$ cat config.mk
export PLATFORM = sky130hd
export DESIGN_NAME = ppw_pin_pulse_pwm
export DESIGN_NICKNAME = d
export VERILOG_FILES = /design/src/ppw_pkg.sv /design/src/ppw_time_if.sv /design/src/ppw_dsm.sv /design/src/ppw_pin_pulse_pwm.sv /design/src/ppw_tick.sv
export SDC_FILE = /design/constraint.sdc
export NUM_CORES = 1
export LEC_CHECK = 0
export BUFFER_PORTS_ARGS = -buffer_cell sky130_fd_sc_hd__buf_2
export CAP_MARGIN = 20
export CORE_ASPECT_RATIO = 0.8
export CORE_UTILIZATION = 55
export CTS_CLUSTER_SIZE = 40
export DETAILED_ROUTE_END_ITERATION = 16
export GPL_TIMING_DRIVEN = 0
export PLACE_DENSITY = 0.81
export SKIP_CTS_REPAIR_TIMING = 1
export SYNTH_ARGS = -nofsm -noshare
export SYNTH_HDL_FRONTEND = slang
export SYNTH_SLANG_ARGS = --single-unit
$ cat constraint.sdc
create_clock -name mclk_in -period 7.75 [get_ports mclk_in]
set_input_delay 0.775 -clock mclk_in [delete_from_list [all_inputs] [get_ports mclk_in]]
set_output_delay 0.775 -clock mclk_in [all_outputs]
set_load 0.02 [all_outputs]
$ cat src/ppw_pkg.sv
// ppw_pkg: constants and types for the pin pulse / modulation unit.
// assumes a single 20 MHz clock; all timing counts derive from it here.
package ppw_pkg;

  // pin and request field widths
  localparam int PIN_N  = 16;
  localparam int PIN_W  = 4;
  localparam int DUR_W  = 16;
  localparam int DUTY_W = 8;
  localparam int CYC_W  = 16;

  // times in ns, as specified
  localparam int CLK_PERIOD_NS = 50;
  localparam int TICK_NS       = 2000;
  localparam int PREP_NS       = 4000;
  localparam int SLOT_NS       = 4000;

  // least times round up to whole clock cycles
  localparam int TICK_CYC   = (TICK_NS + CLK_PERIOD_NS - 1) / CLK_PERIOD_NS;
  localparam int PREP_CYC   = (PREP_NS + CLK_PERIOD_NS - 1) / CLK_PERIOD_NS;
  localparam int SLOT_TICKS = SLOT_NS / TICK_NS;

  // divider and counter widths and terminal values
  localparam int DIV_W  = 6;
  localparam int PREP_W = 7;
  localparam int SUB_W  = 1;
  localparam logic [DIV_W-1:0]  TICK_LAST = DIV_W'(TICK_CYC - 1);
  localparam logic [PREP_W-1:0] PREP_LAST = PREP_W'(PREP_CYC - 1);
  localparam logic [SUB_W-1:0]  SUB_LAST  = SUB_W'(SLOT_TICKS - 1);

  // one modulation cycle is 255 slots of 4 us, about 1 ms
  localparam int SLOTS_PER_CYCLE = 255;
  localparam logic [DUTY_W-1:0] SLOT_IDX_LAST =
    DUTY_W'(SLOTS_PER_CYCLE - 1);
  localparam logic [DUTY_W:0]   DUTY_MOD = (DUTY_W + 1)'(SLOTS_PER_CYCLE);

  // sequencer states
  typedef enum logic [1:0] {
    ST_IDLE,
    ST_PREP,
    ST_HOLD,
    ST_PWM
  } ppw_state_t;

endpackage

$ cat src/ppw_time_if.sv
// ppw_time_if: timebase and duty modulator signals shared in the block.
// assumes all users sit on the same clock as the sequencer.
`timescale 1ns/100ps
`default_nettype none
interface ppw_time_if;
  logic                         restart;
  logic                         tick_2us;
  logic                         slot_4us;
  logic [ppw_pkg::DUTY_W-1:0]   duty;
  logic                         level;

  modport timer (input restart, output tick_2us, slot_4us);
  modport dsm   (input restart, slot_4us, duty, output level);
  modport ctrl  (output restart, duty, input tick_2us, slot_4us, level);
endinterface // ppw_time_if
`default_nettype wire
$ cat src/ppw_dsm.sv
// ppw_dsm: duty error accumulator, picks high or low for each 4 us slot.
// assumes duty holds steady between restarts.
`timescale 1ns/100ps
`default_nettype none
module ppw_dsm (
  // clock and reset
  input  wire logic   mclk_in,
  input  wire logic   rst_n_in,
  // slot strobe, duty and level
  ppw_time_if.dsm     tif
);
  logic [ppw_pkg::DUTY_W-1:0] acc_reg;
  logic [ppw_pkg::DUTY_W-1:0] acc_next;
  logic                       level_reg;
  logic                       level_next;
  wire                        step_w;
  wire [ppw_pkg::DUTY_W-1:0]  base_w;
  wire [ppw_pkg::DUTY_W:0]    sum_w;
  wire                        hit_w;

  // restart acts as the first step so slot 0 already carries its level
  assign step_w   = tif.restart || tif.slot_4us;
  assign base_w   = tif.restart ? '0 : acc_reg;
  assign sum_w    = {1'b0, base_w} + {1'b0, tif.duty};
  assign hit_w    = (sum_w >= ppw_pkg::DUTY_MOD);
  assign acc_next = hit_w ? ppw_pkg::DUTY_W'(sum_w - ppw_pkg::DUTY_MOD)
                          : sum_w[ppw_pkg::DUTY_W-1:0];
  assign level_next = hit_w;
  assign tif.level  = level_reg;

  always_ff @(posedge mclk_in) begin
    if (!rst_n_in) begin
      acc_reg   <= '0;
      level_reg <= 1'b0;
    end else if (step_w) begin
      acc_reg   <= acc_next;
      level_reg <= level_next;
    end
  end
endmodule // ppw_dsm
`default_nettype wire

$ cat src/ppw_pin_pulse_pwm.sv
// ppw_pin_pulse_pwm: single pulse and duty-modulation burst on 16 pins.
// assumes requests from the core on mclk_in; pads are asynchronous.
// Operation
// - pulse takes pin 0..15 and length 0..65535 in 2 us ticks
// - pulse sets pin to output, inverts latch, waits, inverts it back
// - after a pulse the pin stays an output
// - latch value at request picks the pulse polarity
// - driver turns on at once; short preparation before first inversion
// - burst takes pin, duty 0..255, cycles 0..65535, drives pin as output
// - high fraction over each cycle equals duty over 255
// - each cycle lasts about one millisecond
// - burst is a stream of 4 us high/low slots, not one split
// - at end of burst the pin returns to input
`timescale 1ns/100ps
`default_nettype none
module ppw_pin_pulse_pwm (
  // clock and reset
  input  wire logic                        mclk_in,
  input  wire logic                        rst_n_in,
  // requests from the core
  input  wire logic                        pulse_start_in,
  input  wire logic                        pwm_start_in,
  input  wire logic [ppw_pkg::PIN_W-1:0]   pin_sel_in,
  input  wire logic [ppw_pkg::DUR_W-1:0]   duration_in,
  input  wire logic [ppw_pkg::DUTY_W-1:0]  duty_in,
  input  wire logic [ppw_pkg::CYC_W-1:0]   cycles_in,
  // direct writes to direction and latch bits
  input  wire logic                        dir_wr_in,
  input  wire logic [ppw_pkg::PIN_N-1:0]   dir_wdata_in,
  input  wire logic                        out_wr_in,
  input  wire logic [ppw_pkg::PIN_N-1:0]   out_wdata_in,
  // status
  output logic                             busy_out,
  output logic                             done_out,
  output logic [ppw_pkg::PIN_N-1:0]        pin_direction_bits_out,
  output logic [ppw_pkg::PIN_N-1:0]        pin_output_latch_bits_out,
  output logic [ppw_pkg::PIN_N-1:0]        pin_input_sample_bits_out,
  // pads
  input  wire logic [ppw_pkg::PIN_N-1:0]   pin_pad_in,
  output logic [ppw_pkg::PIN_N-1:0]        pin_pad_out,
  output logic [ppw_pkg::PIN_N-1:0]        pin_pad_oe_out
);
  ppw_pkg::ppw_state_t               state_reg;
  ppw_pkg::ppw_state_t               state_next;
  logic [ppw_pkg::PIN_W-1:0]         pin_reg;
  logic [ppw_pkg::PIN_W-1:0]         pin_next;
  logic                              pol_reg;
  logic                              pol_next;
  logic [ppw_pkg::DUR_W-1:0]         dur_reg;
  logic [ppw_pkg::DUR_W-1:0]         dur_next;
  logic [ppw_pkg::PREP_W-1:0]        prep_reg;
  logic [ppw_pkg::PREP_W-1:0]        prep_next;
  logic [ppw_pkg::DUTY_W-1:0]        duty_reg;
  logic [ppw_pkg::DUTY_W-1:0]        duty_next;
  logic [ppw_pkg::CYC_W-1:0]         cyc_reg;
  logic [ppw_pkg::CYC_W-1:0]         cyc_next;
  logic [ppw_pkg::DUTY_W-1:0]        slot_reg;
  logic [ppw_pkg::DUTY_W-1:0]        slot_next;
  logic [ppw_pkg::PIN_N-1:0]         dir_reg;
  logic [ppw_pkg::PIN_N-1:0]         dir_next;
  logic [ppw_pkg::PIN_N-1:0]         latch_reg;
  logic [ppw_pkg::PIN_N-1:0]         latch_next;
  logic [ppw_pkg::PIN_N-1:0]         pad_reg;
  logic [ppw_pkg::PIN_N-1:0]         pad_next;
  logic [ppw_pkg::PIN_N-1:0]         oe_reg;
  logic [ppw_pkg::PIN_N-1:0]         sync1_reg;
  logic [ppw_pkg::PIN_N-1:0]         sync2_reg;
  logic                              done_reg;
  logic                              done_next;

  ppw_time_if tif ();

  ppw_tick u_tick (
    .mclk_in  (mclk_in),
    .rst_n_in (rst_n_in),
    .tif      (tif)
  );

  ppw_dsm u_dsm (
    .mclk_in  (mclk_in),
    .rst_n_in (rst_n_in),
    .tif      (tif)
  );

  // request decode; a pulse request wins over a burst request
  wire idle_w      = (state_reg == ppw_pkg::ST_IDLE);
  wire take_pulse  = idle_w && pulse_start_in;
  wire take_pwm    = idle_w && pwm_start_in && !pulse_start_in;
  wire any_take    = take_pulse || take_pwm;
  wire dir_wr_ok   = idle_w && dir_wr_in && !any_take;
  wire out_wr_ok   = idle_w && out_wr_in && !any_take;
  wire [ppw_pkg::PIN_N-1:0] req_mask = ppw_pkg::PIN_N'(1) << pin_sel_in;
  wire [ppw_pkg::PIN_N-1:0] sel_mask = ppw_pkg::PIN_N'(1) << pin_reg;
  wire req_latch   = latch_reg[pin_sel_in];

  // sequence events
  wire in_prep     = (state_reg == ppw_pkg::ST_PREP);
  wire in_hold     = (state_reg == ppw_pkg::ST_HOLD);
  wire in_pwm      = (state_reg == ppw_pkg::ST_PWM);
  wire prep_done   = in_prep && (prep_reg == ppw_pkg::PREP_LAST);
  wire pulse_zero  = prep_done && (dur_reg == '0);
  wire first_flip  = prep_done && (dur_reg != '0);
  wire hold_tick   = in_hold && tif.tick_2us;
  wire hold_end    = hold_tick && (dur_reg == ppw_pkg::DUR_W'(1));
  wire pwm_slot    = in_pwm && tif.slot_4us;
  wire cycle_end   = pwm_slot && (slot_reg == ppw_pkg::SLOT_IDX_LAST);
  wire pwm_end     = in_pwm && ((cyc_reg == '0) ||
                     (cycle_end && (cyc_reg == ppw_pkg::CYC_W'(1))));

  // timebase restarts at the end of preparation and at burst start
  assign tif.restart = prep_done || take_pwm;
  assign tif.duty    = take_pwm ? duty_in : duty_reg;

  // next state
  always_comb begin
    state_next = state_reg;
    case (state_reg)
      ppw_pkg::ST_IDLE: begin
        if (take_pulse)
          state_next = ppw_pkg::ST_PREP;
        else if (take_pwm)
          state_next = ppw_pkg::ST_PWM;
      end
      ppw_pkg::ST_PREP: begin
        if (pulse_zero)
          state_next = ppw_pkg::ST_IDLE;
        else if (prep_done)
          state_next = ppw_pkg::ST_HOLD;
      end
      ppw_pkg::ST_HOLD: begin
        if (hold_end)
          state_next = ppw_pkg::ST_IDLE;
      end
      ppw_pkg::ST_PWM: begin
        if (pwm_end)
          state_next = ppw_pkg::ST_IDLE;
      end
      default: state_next = ppw_pkg::ST_IDLE;
    endcase
  end

  // request capture and counters
  assign pin_next  = any_take ? pin_sel_in : pin_reg;
  assign pol_next  = take_pulse ? req_latch : pol_reg;
  assign dur_next  = take_pulse ? duration_in :
                     (hold_tick ? dur_reg - 1'b1 : dur_reg);
  assign prep_next = in_prep ? prep_reg + 1'b1 : '0;
  assign duty_next = take_pwm ? duty_in : duty_reg;
  assign cyc_next  = take_pwm ? cycles_in :
                     (cycle_end ? cyc_reg - 1'b1 : cyc_reg);
  assign slot_next = take_pwm ? '0 :
                     (cycle_end ? '0 :
                     (pwm_slot ? slot_reg + 1'b1 : slot_reg));

  // direction: set on any request, cleared by a finished burst or by a direct write while idle
  assign dir_next = any_take  ? (dir_reg | req_mask) :
                    pwm_end   ? (dir_reg & ~sel_mask) :
                    dir_wr_ok ? dir_wdata_in : dir_reg;

  // latch: inverted twice around the timed pulse
  assign latch_next = (first_flip || hold_end) ? (latch_reg ^ sel_mask) :
                      out_wr_ok ? out_wdata_in : latch_reg;

  // pad drive: latch, or the slot level on the burst pin
  assign pad_next = in_pwm ? ((latch_reg & ~sel_mask) |
                             (tif.level ? sel_mask : '0))
                           : latch_reg;
  assign done_next = !idle_w && (state_next == ppw_pkg::ST_IDLE);

  always_ff @(posedge mclk_in) begin
    if (!rst_n_in) begin
      state_reg <= ppw_pkg::ST_IDLE;
      pin_reg   <= '0;
      pol_reg   <= 1'b0;
      dur_reg   <= '0;
      prep_reg  <= '0;
      duty_reg  <= '0;
      cyc_reg   <= '0;
      slot_reg  <= '0;
      done_reg  <= 1'b0;
    end else begin
      state_reg <= state_next;
      pin_reg   <= pin_next;
      pol_reg   <= pol_next;
      dur_reg   <= dur_next;
      prep_reg  <= prep_next;
      duty_reg  <= duty_next;
      cyc_reg   <= cyc_next;
      slot_reg  <= slot_next;
      done_reg  <= done_next;
    end
  end

  // pin state; pads are registered together so drive and level align
  always_ff @(posedge mclk_in) begin
    if (!rst_n_in) begin
      dir_reg   <= '0;
      latch_reg <= '0;
      pad_reg   <= '0;
      oe_reg    <= '0;
    end else begin
      dir_reg   <= dir_next;
      latch_reg <= latch_next;
      pad_reg   <= pad_next;
      oe_reg    <= dir_reg;
    end
  end

  // pad inputs pass two flip-flops
  always_ff @(posedge mclk_in) begin
    if (!rst_n_in) begin
      sync1_reg <= '0;
      sync2_reg <= '0;
    end else begin
      sync1_reg <= pin_pad_in;
      sync2_reg <= sync1_reg;
    end
  end

  assign busy_out                  = !idle_w;
  assign done_out                  = done_reg;
  assign pin_direction_bits_out    = dir_reg;
  assign pin_output_latch_bits_out = latch_reg;
  assign pin_input_sample_bits_out = sync2_reg;
  assign pin_pad_out               = pad_reg;
  assign pin_pad_oe_out            = oe_reg;

  // checking: high slots seen in the current modulation cycle
  logic [ppw_pkg::DUTY_W-1:0] hi_cnt_reg;
  always_ff @(posedge mclk_in) begin
    if (!rst_n_in || take_pwm || cycle_end)
      hi_cnt_reg <= '0;
    else if (pwm_slot && tif.level)
      hi_cnt_reg <= hi_cnt_reg + 1'b1;
  end
endmodule // ppw_pin_pulse_pwm
`default_nettype wire

$ cat src/ppw_tick.sv
// ppw_tick: divides the system clock into 2 us ticks and 4 us slots.
// assumes restart comes from the sequencer on the same clock.
`timescale 1ns/100ps
`default_nettype none
module ppw_tick (
  // clock and reset
  input  wire logic   mclk_in,
  input  wire logic   rst_n_in,
  // timebase
  ppw_time_if.timer   tif
);
  logic [ppw_pkg::DIV_W-1:0] div_reg;
  logic [ppw_pkg::DIV_W-1:0] div_next;
  logic [ppw_pkg::SUB_W-1:0] sub_reg;
  logic [ppw_pkg::SUB_W-1:0] sub_next;
  wire                       tick_w;

  assign tick_w       = (div_reg == ppw_pkg::TICK_LAST) && !tif.restart;
  assign tif.tick_2us = tick_w;
  assign tif.slot_4us = tick_w && (sub_reg == ppw_pkg::SUB_LAST);
  assign div_next = (tif.restart || tick_w) ? '0 : div_reg + 1'b1;
  assign sub_next = tif.restart ? '0 : (tick_w ? sub_reg + 1'b1 : sub_reg);

  always_ff @(posedge mclk_in) begin
    if (!rst_n_in) begin
      div_reg <= '0;
      sub_reg <= '0;
    end else begin
      div_reg <= div_next;
      sub_reg <= sub_next;
    end
  end
endmodule // ppw_tick
`default_nettype wire

Word level (Yosys, flattened, before mapping)
Cells that the tools add are included.
{"block": "totals", "inputBits": 98, "register_bits": 174}
{"block": "op_classes", "reduce_logical": 42, "n_addsub": 8, "order_cmp": 1, "eq_ne": 8, "mux": 21, "n_shift": 2, "bitwise": 7}
{"op": "two-way mux 16 bit", "n": 11}
{"op": "AND 16 bit", "n": 2}
{"op": "== test 16 x 1 -> 1 bit (second input constant)", "n": 2}
{"op": "zero test 16 bit", "n": 2}
{"op": "OR 16 bit", "n": 2}
{"op": "<< shifter 1 x 4 -> 16 bit (first input constant)", "n": 2}
{"op": "subtractor 16 x 1 -> 16 bit (second input constant)", "n": 2}
{"op": "two-way mux 8 bit", "n": 3}
{"op": "logical AND 1 bit", "n": 19}
{"op": "NOT 16 bit", "n": 1}
{"op": "nonzero test 16 bit", "n": 1}
{"op": "bitwise XOR 16 bit", "n": 1}
{"op": "two-way mux 2 bit", "n": 6}
{"op": "adder 8 x 8 -> 9 bit", "n": 1}
{"op": "greater-or-equal comparator 9 x 8 -> 1 bit (second input constant)", "n": 1}
{"op": "adder 8 x 1 -> 8 bit (second input constant)", "n": 1}
{"op": "== test 8 bit (second input constant)", "n": 1}
{"op": "case mux 2 bit (4 select lines)", "n": 1}
{"op": "subtractor 8 bit (second input constant)", "n": 1}
{"op": "adder 7 x 1 -> 7 bit (second input constant)", "n": 1}
{"op": "== test 7 bit (second input constant)", "n": 1}
{"op": "adder 6 x 1 -> 6 bit (second input constant)", "n": 1}
{"op": "== test 6 bit (second input constant)", "n": 1}
{"op": "logical OR 1 bit", "n": 6}
{"op": "other kinds (11)", "n": 19}

Logic depth before layout (Yosys ltp)
{"block": "depth", "ltp_word": 16, "depth_mapped": 15, "mapped_depth_nobuf": 14}

Hierarchy
A second synthesis with hierarchy kept.
{"block": "hier_totals", "hier_cells": 927, "hier_area_um2": 8211.6}
{"module": "ppw_pin_pulse_pwm", "area_per_inst_um2": 6862.8, "n_inst": 1, "seq_area_each_um2": 3163.0, "cells_per_inst": 770}
{"module": "ppw_dsm", "area_per_inst_um2": 1056.0, "n_inst": 1, "seq_area_each_um2": 180.2, "cells_per_inst": 125}
{"module": "ppw_tick", "area_per_inst_um2": 292.8, "n_inst": 1, "seq_area_each_um2": 140.1, "cells_per_inst": 32}

Worst setup path before layout
No wires, ideal clock.
{"block": "synth_timing", "path_type": "in2reg", "start": "in pulse_start_in", "end": "reg u_dsm.acc_reg[0] (netlist name)", "required_time_ns": 7.688, "path_buffers": 1, "setup_ns": 0.062, "arrival_time_ns": 3.854, "setup_slack_ns": 3.834, "path_stages": 13, "path_cell_list": "nor4b_1 nor2_1 clkbuf_1 and2_1 ha_1 fa_1 and3_1 or2_2 o311ai_1 o311a_1 a31oi_2 or4_1 nand3_1"}
{"block": "synth_between", "elab_chain_len": 7, "word_cells_on_any_way": 13}
{"element": "start: declaration", "line_no": "ppw_pin_pulse_pwm.sv:21", "rtl": "input wire logic pulse_start_in,"}
{"element": "zero test 1 bit (*)", "line_no": "ppw_pin_pulse_pwm.sv:88", "rtl": "wire take_pwm = idle_w && pwm_start_in && !pulse_start_in;"}
{"element": "logical AND 1 bit (*)", "line_no": "ppw_pin_pulse_pwm.sv:88"}
{"element": "logical OR 1 bit", "line_no": "ppw_pin_pulse_pwm.sv:111", "rtl": "assign tif.restart = prep_done || take_pwm;"}
{"element": "two-way mux 8 bit or zero test 1 bit (tied branches)", "line_no": "ppw_dsm.sv:23, ppw_tick.sv:18"}
{"element": "adder 8 x 8 -> 9 bit or logical AND 1 bit (tied branches)", "line_no": "ppw_dsm.sv:24, ppw_tick.sv:18"}
{"element": "subtractor 8 bit, or another cell as far along", "line_no": "ppw_dsm.sv:26", "rtl": "assign acc_next = hit_w ? ppw_pkg::DUTY_W'(sum_w - ppw_pkg::DUTY_MOD)"}
{"element": "two-way mux 8 bit or logical OR 1 bit (tied branches)", "line_no": "ppw_dsm.sv:26, ppw_dsm.sv:22"}
{"element": "end signal: assignment", "line_no": "ppw_dsm.sv:36", "rtl": "acc_reg <= acc_next;"}
{"element": "end: declaration", "line_no": "ppw_dsm.sv:12", "rtl": "logic [ppw_pkg::DUTY_W-1:0] acc_reg;"}
Every way passes the cells marked *; elsewhere a longest branch is shown, timed or not.
A chain may end at the register's enable or synchronous reset.

Worst setup path after layout
{"block": "layout_timing", "start": "reg state_reg[1]", "end": "reg u_dsm.acc_reg[0] (netlist name)"}
{"block": "layout_between", "elab_chain_len": 8, "word_cells_on_any_way": 16}
{"element": "start: declaration", "line_no": "ppw_pin_pulse_pwm.sv:43", "rtl": "ppw_pkg::ppw_state_t state_reg;"}
{"element": "start signal: assignment", "line_no": "ppw_pin_pulse_pwm.sv:172", "rtl": "state_reg <= ppw_pkg::ST_IDLE;"}
{"element": "start signal: assignment", "line_no": "ppw_pin_pulse_pwm.sv:182", "rtl": "state_reg <= state_next;"}
{"element": "zero test 2 bit", "line_no": "ppw_pin_pulse_pwm.sv:86", "rtl": "wire idle_w = (state_reg == ppw_pkg::ST_IDLE);"}
{"element": "logical AND 1 bit (2 in a row)", "line_no": "ppw_pin_pulse_pwm.sv:88"}
{"element": "logical OR 1 bit", "line_no": "ppw_pin_pulse_pwm.sv:111"}
{"element": "two-way mux 8 bit or zero test 1 bit (tied branches)", "line_no": "ppw_dsm.sv:23, ppw_tick.sv:18"}
{"element": "adder 8 x 8 -> 9 bit or logical AND 1 bit (tied branches)", "line_no": "ppw_dsm.sv:24, ppw_tick.sv:18"}
{"element": "subtractor 8 bit, or another cell as far along", "line_no": "ppw_dsm.sv:26"}
{"element": "two-way mux 8 bit or logical OR 1 bit (tied branches)", "line_no": "ppw_dsm.sv:26, ppw_dsm.sv:22"}
Several ways; a longest one is shown, not always the timed one.

==> reports/metrics.csv <==
metric;value;unit
outcome;finished, final reports clean;
Setup Viol. Count Final;0;
Rows;39;
I/O Buffers;179;
antenna violations before repair;1;
largest net degree at the start of global routing;20;
global-route wire length before repair;35400;µm
worst setup path end;u_dsm.acc_reg[0];
Detailed Route Iter0 Violations;630;
FMAX;233;MHz
total gr overflow;0;
top post-synthesis cells by area;dfxtp_1, and2_1, nor2_1;
endpoint type of the worst setup path;flip-flop;
Worst path depth;14;
number of flops mapped to enable cells by yosys;0;
Pre-antenna DRT Iters;5;
Yosys warnings;0;
Setup crit start;state_reg[1];
crit path buf inv count;2;
DP Area;9270;µm²
largest area contributor in the netlist;dfxtp_1;
Max Cap Viol;0;
Max stage delay on crit path;0.60;ns
die height;111;µm
placeable core region;14300;µm²
measured slew at the worst slew-check pin;0.712;ns
post-layout util;68.7;%
Die Span X;138;µm
post-synthesis average cell area;8.60;µm²
launch point of the worst reg-to-reg path;state_reg[1];
die area;15300;µm²
critical path type;flip-flop to flip-flop;
vias post-DR;7619;
Seq/Total Area, Yosys;42.8;%
gr usage total;28.8;%
clk_lat worst skew;0.43;ns
post-route ant nets;0;
Hold Violations, Final;0;
fin area;9860;µm²
NumNets Final;1260;
CP arrival;4.66;ns
Placed Cells;1309;
worst hold-check path type;flip-flop to flip-flop;
Root Driver;clkbuf_16;
R2R cell count;14;
final period utilization;55.3;%
IO Count;180;
max-slew violation count;0;
async set or reset register ratio after synthesis;0;%
Slowest-stage cell, CP;nor4b_1;
setup ws final;3.46;ns
Yosys reg bits;174;
ys flop type;dfxtp_1;
Cell Area, Synth;8140;µm²
Setup TNS;0;ns
TritonCTS clock tree;built;
R2R Setup Slk;3.46;ns
FF-to-FF End;u_dsm.acc_reg[0];
RSZ-0062 raised after global routing;no;
PD cells;226;nW/µm²
placed wire-length estimate;15900;µm
startpoint class of the critical path;flip-flop;
Clock transition at path regs;0.07;ns
CP delay by family, top;simple AND/OR/NAND/NOR gates;
clock sink count;174;
most common cell after layout, fill and taps aside;buf_2;
Vias per Instance;5.68;
most frequent cells in the layout;buf_2, dfxtp_1, nor2_1;
Placement Setup Slack;3.09;ns
share of cells above drive strength 1;22.2;%
Rel. slew slack;52.6;%
area grow syn2layout;21.1;%
worst vdd ir;195;µV
Clock Skews;0.0102;ns
TritonCTS buffer count;17;
crit path cell chain;buf_2, nor4b_1, nor2_1, clkbuf_1, and2_1, ha_1, fa_1, and3_1, or2_2, o311ai_1, o311a_1, a31oi_2, or4_1, nand3_1;
H-tree depth;4;
Max clock buf depth;2;
Finished Layout Cells;1342;
Synth top area share;42.8;%
final WL;21500;µm
Initial Util;56.7;%
GP Congestion;0.940;
vias in the first global route;7146;
syn nets;1062;
residual DRC count;0;
worst-path fanout max;10;
synthesized instance count;946;
leakage power;4.22;nW
Routed WL per cell;16.1;µm
WP data required;8.12;ns
Distinct cells, synth;68;
fin crit period;4.29;ns
power breakdown:
| group | total, mW | internal (mW) | switching, mW | leakage [nW] |
|---|---|---|---|---|
| logic | 0.381 | 0.141 | 0.240 | 2.51 |
| registers | 1.00 | 0.954 | 0.0486 | 1.43 |
| clock network | 0.844 | 0.435 | 0.409 | 0.292 |
| total | 2.23 | 1.53 | 0.697 | 4.22 |
kinds of logic (layout without fill, tap and decap cells):
group           Yosys count  count (layout)  synth area share, %
xor+xnor                 50              50                 5.38
fa+ha+maj                18              18                 2.86
compound gates          197             197                 16.1
other cells               0               1                    0
mux                       8               8                0.984
simple gates            419             419                 27.7
buf+inv                  80             291                 4.10
flops                   174             174                 42.8
cells in the mapped netlist, types with 8 or more instances:
master	count
a211oi_1	42
a211oi_2	10
a21oi_1	71
and2_1	67
and3_1	26
clkbuf_1	39
dfxtp_1	174
ha_1	17
inv_1	31
mux2i_1	8
nand2_1	80
nand3_1	26
nand4_1	8
nor2_1	107
nor2b_1	12
nor3_1	36
nor4_1	15
o21ai_0	24
o22ai_1	16
xnor2_1	31
xor2_1	19
worst min-delay path by stage:
stage | startpoint | end | slack, ns | cells past startpoint
2_1_floorplan | sync1_reg[0] | pin_input_sample_bits_out[0] | 0.41 | 1
3_3_place_gp | sync1_reg[11] | pin_input_sample_bits_out[11] | 0.41 | 1
3_5_place_dp | sync1_reg[12] | pin_input_sample_bits_out[12] | 0.42 | 1
4_1_cts | sync1_reg[12] | pin_input_sample_bits_out[12] | 0.43 | 1
5_1_grt | sync1_reg[13] | pin_input_sample_bits_out[13] | 0.45 | 1
6_report | sync1_reg[10] | pin_input_sample_bits_out[10] | 0.43 | 1
per-stage QoR:
stage          power [mW]  hold WS (ns)
6_report             2.23         0.427
5_1_grt              2.33         0.445
4_1_cts              2.23         0.429
3_5_place_dp         1.39         0.418
3_3_place_gp         1.38         0.413
2_1_floorplan        1.27         0.412
routing by layer:
metal  track usage (%)  vias to the layer above  share of wire [%]
li1                  -                     3734                  -
met1              39.2                     3498                 45
met2              44.4                      336                 45
met3              6.18                       49                7.5
met4              11.4                        2                2.9
met5                 0                        -              0.060
cell type report:
cell class | count | area (µm²)
antenna | 1 | 2.50
buffer | 49 | 218
clock buffer | 17 | 425
clock inverter | 15 | 163
fill | 1170 | 4490
inverter | 31 | 116
multi-input combinational | 692 | 4320
sequential | 174 | 3480
tap | 184 | 230
timing repair buffer | 179 | 896
No activity file was read; power rests on OpenSTA's default activity.
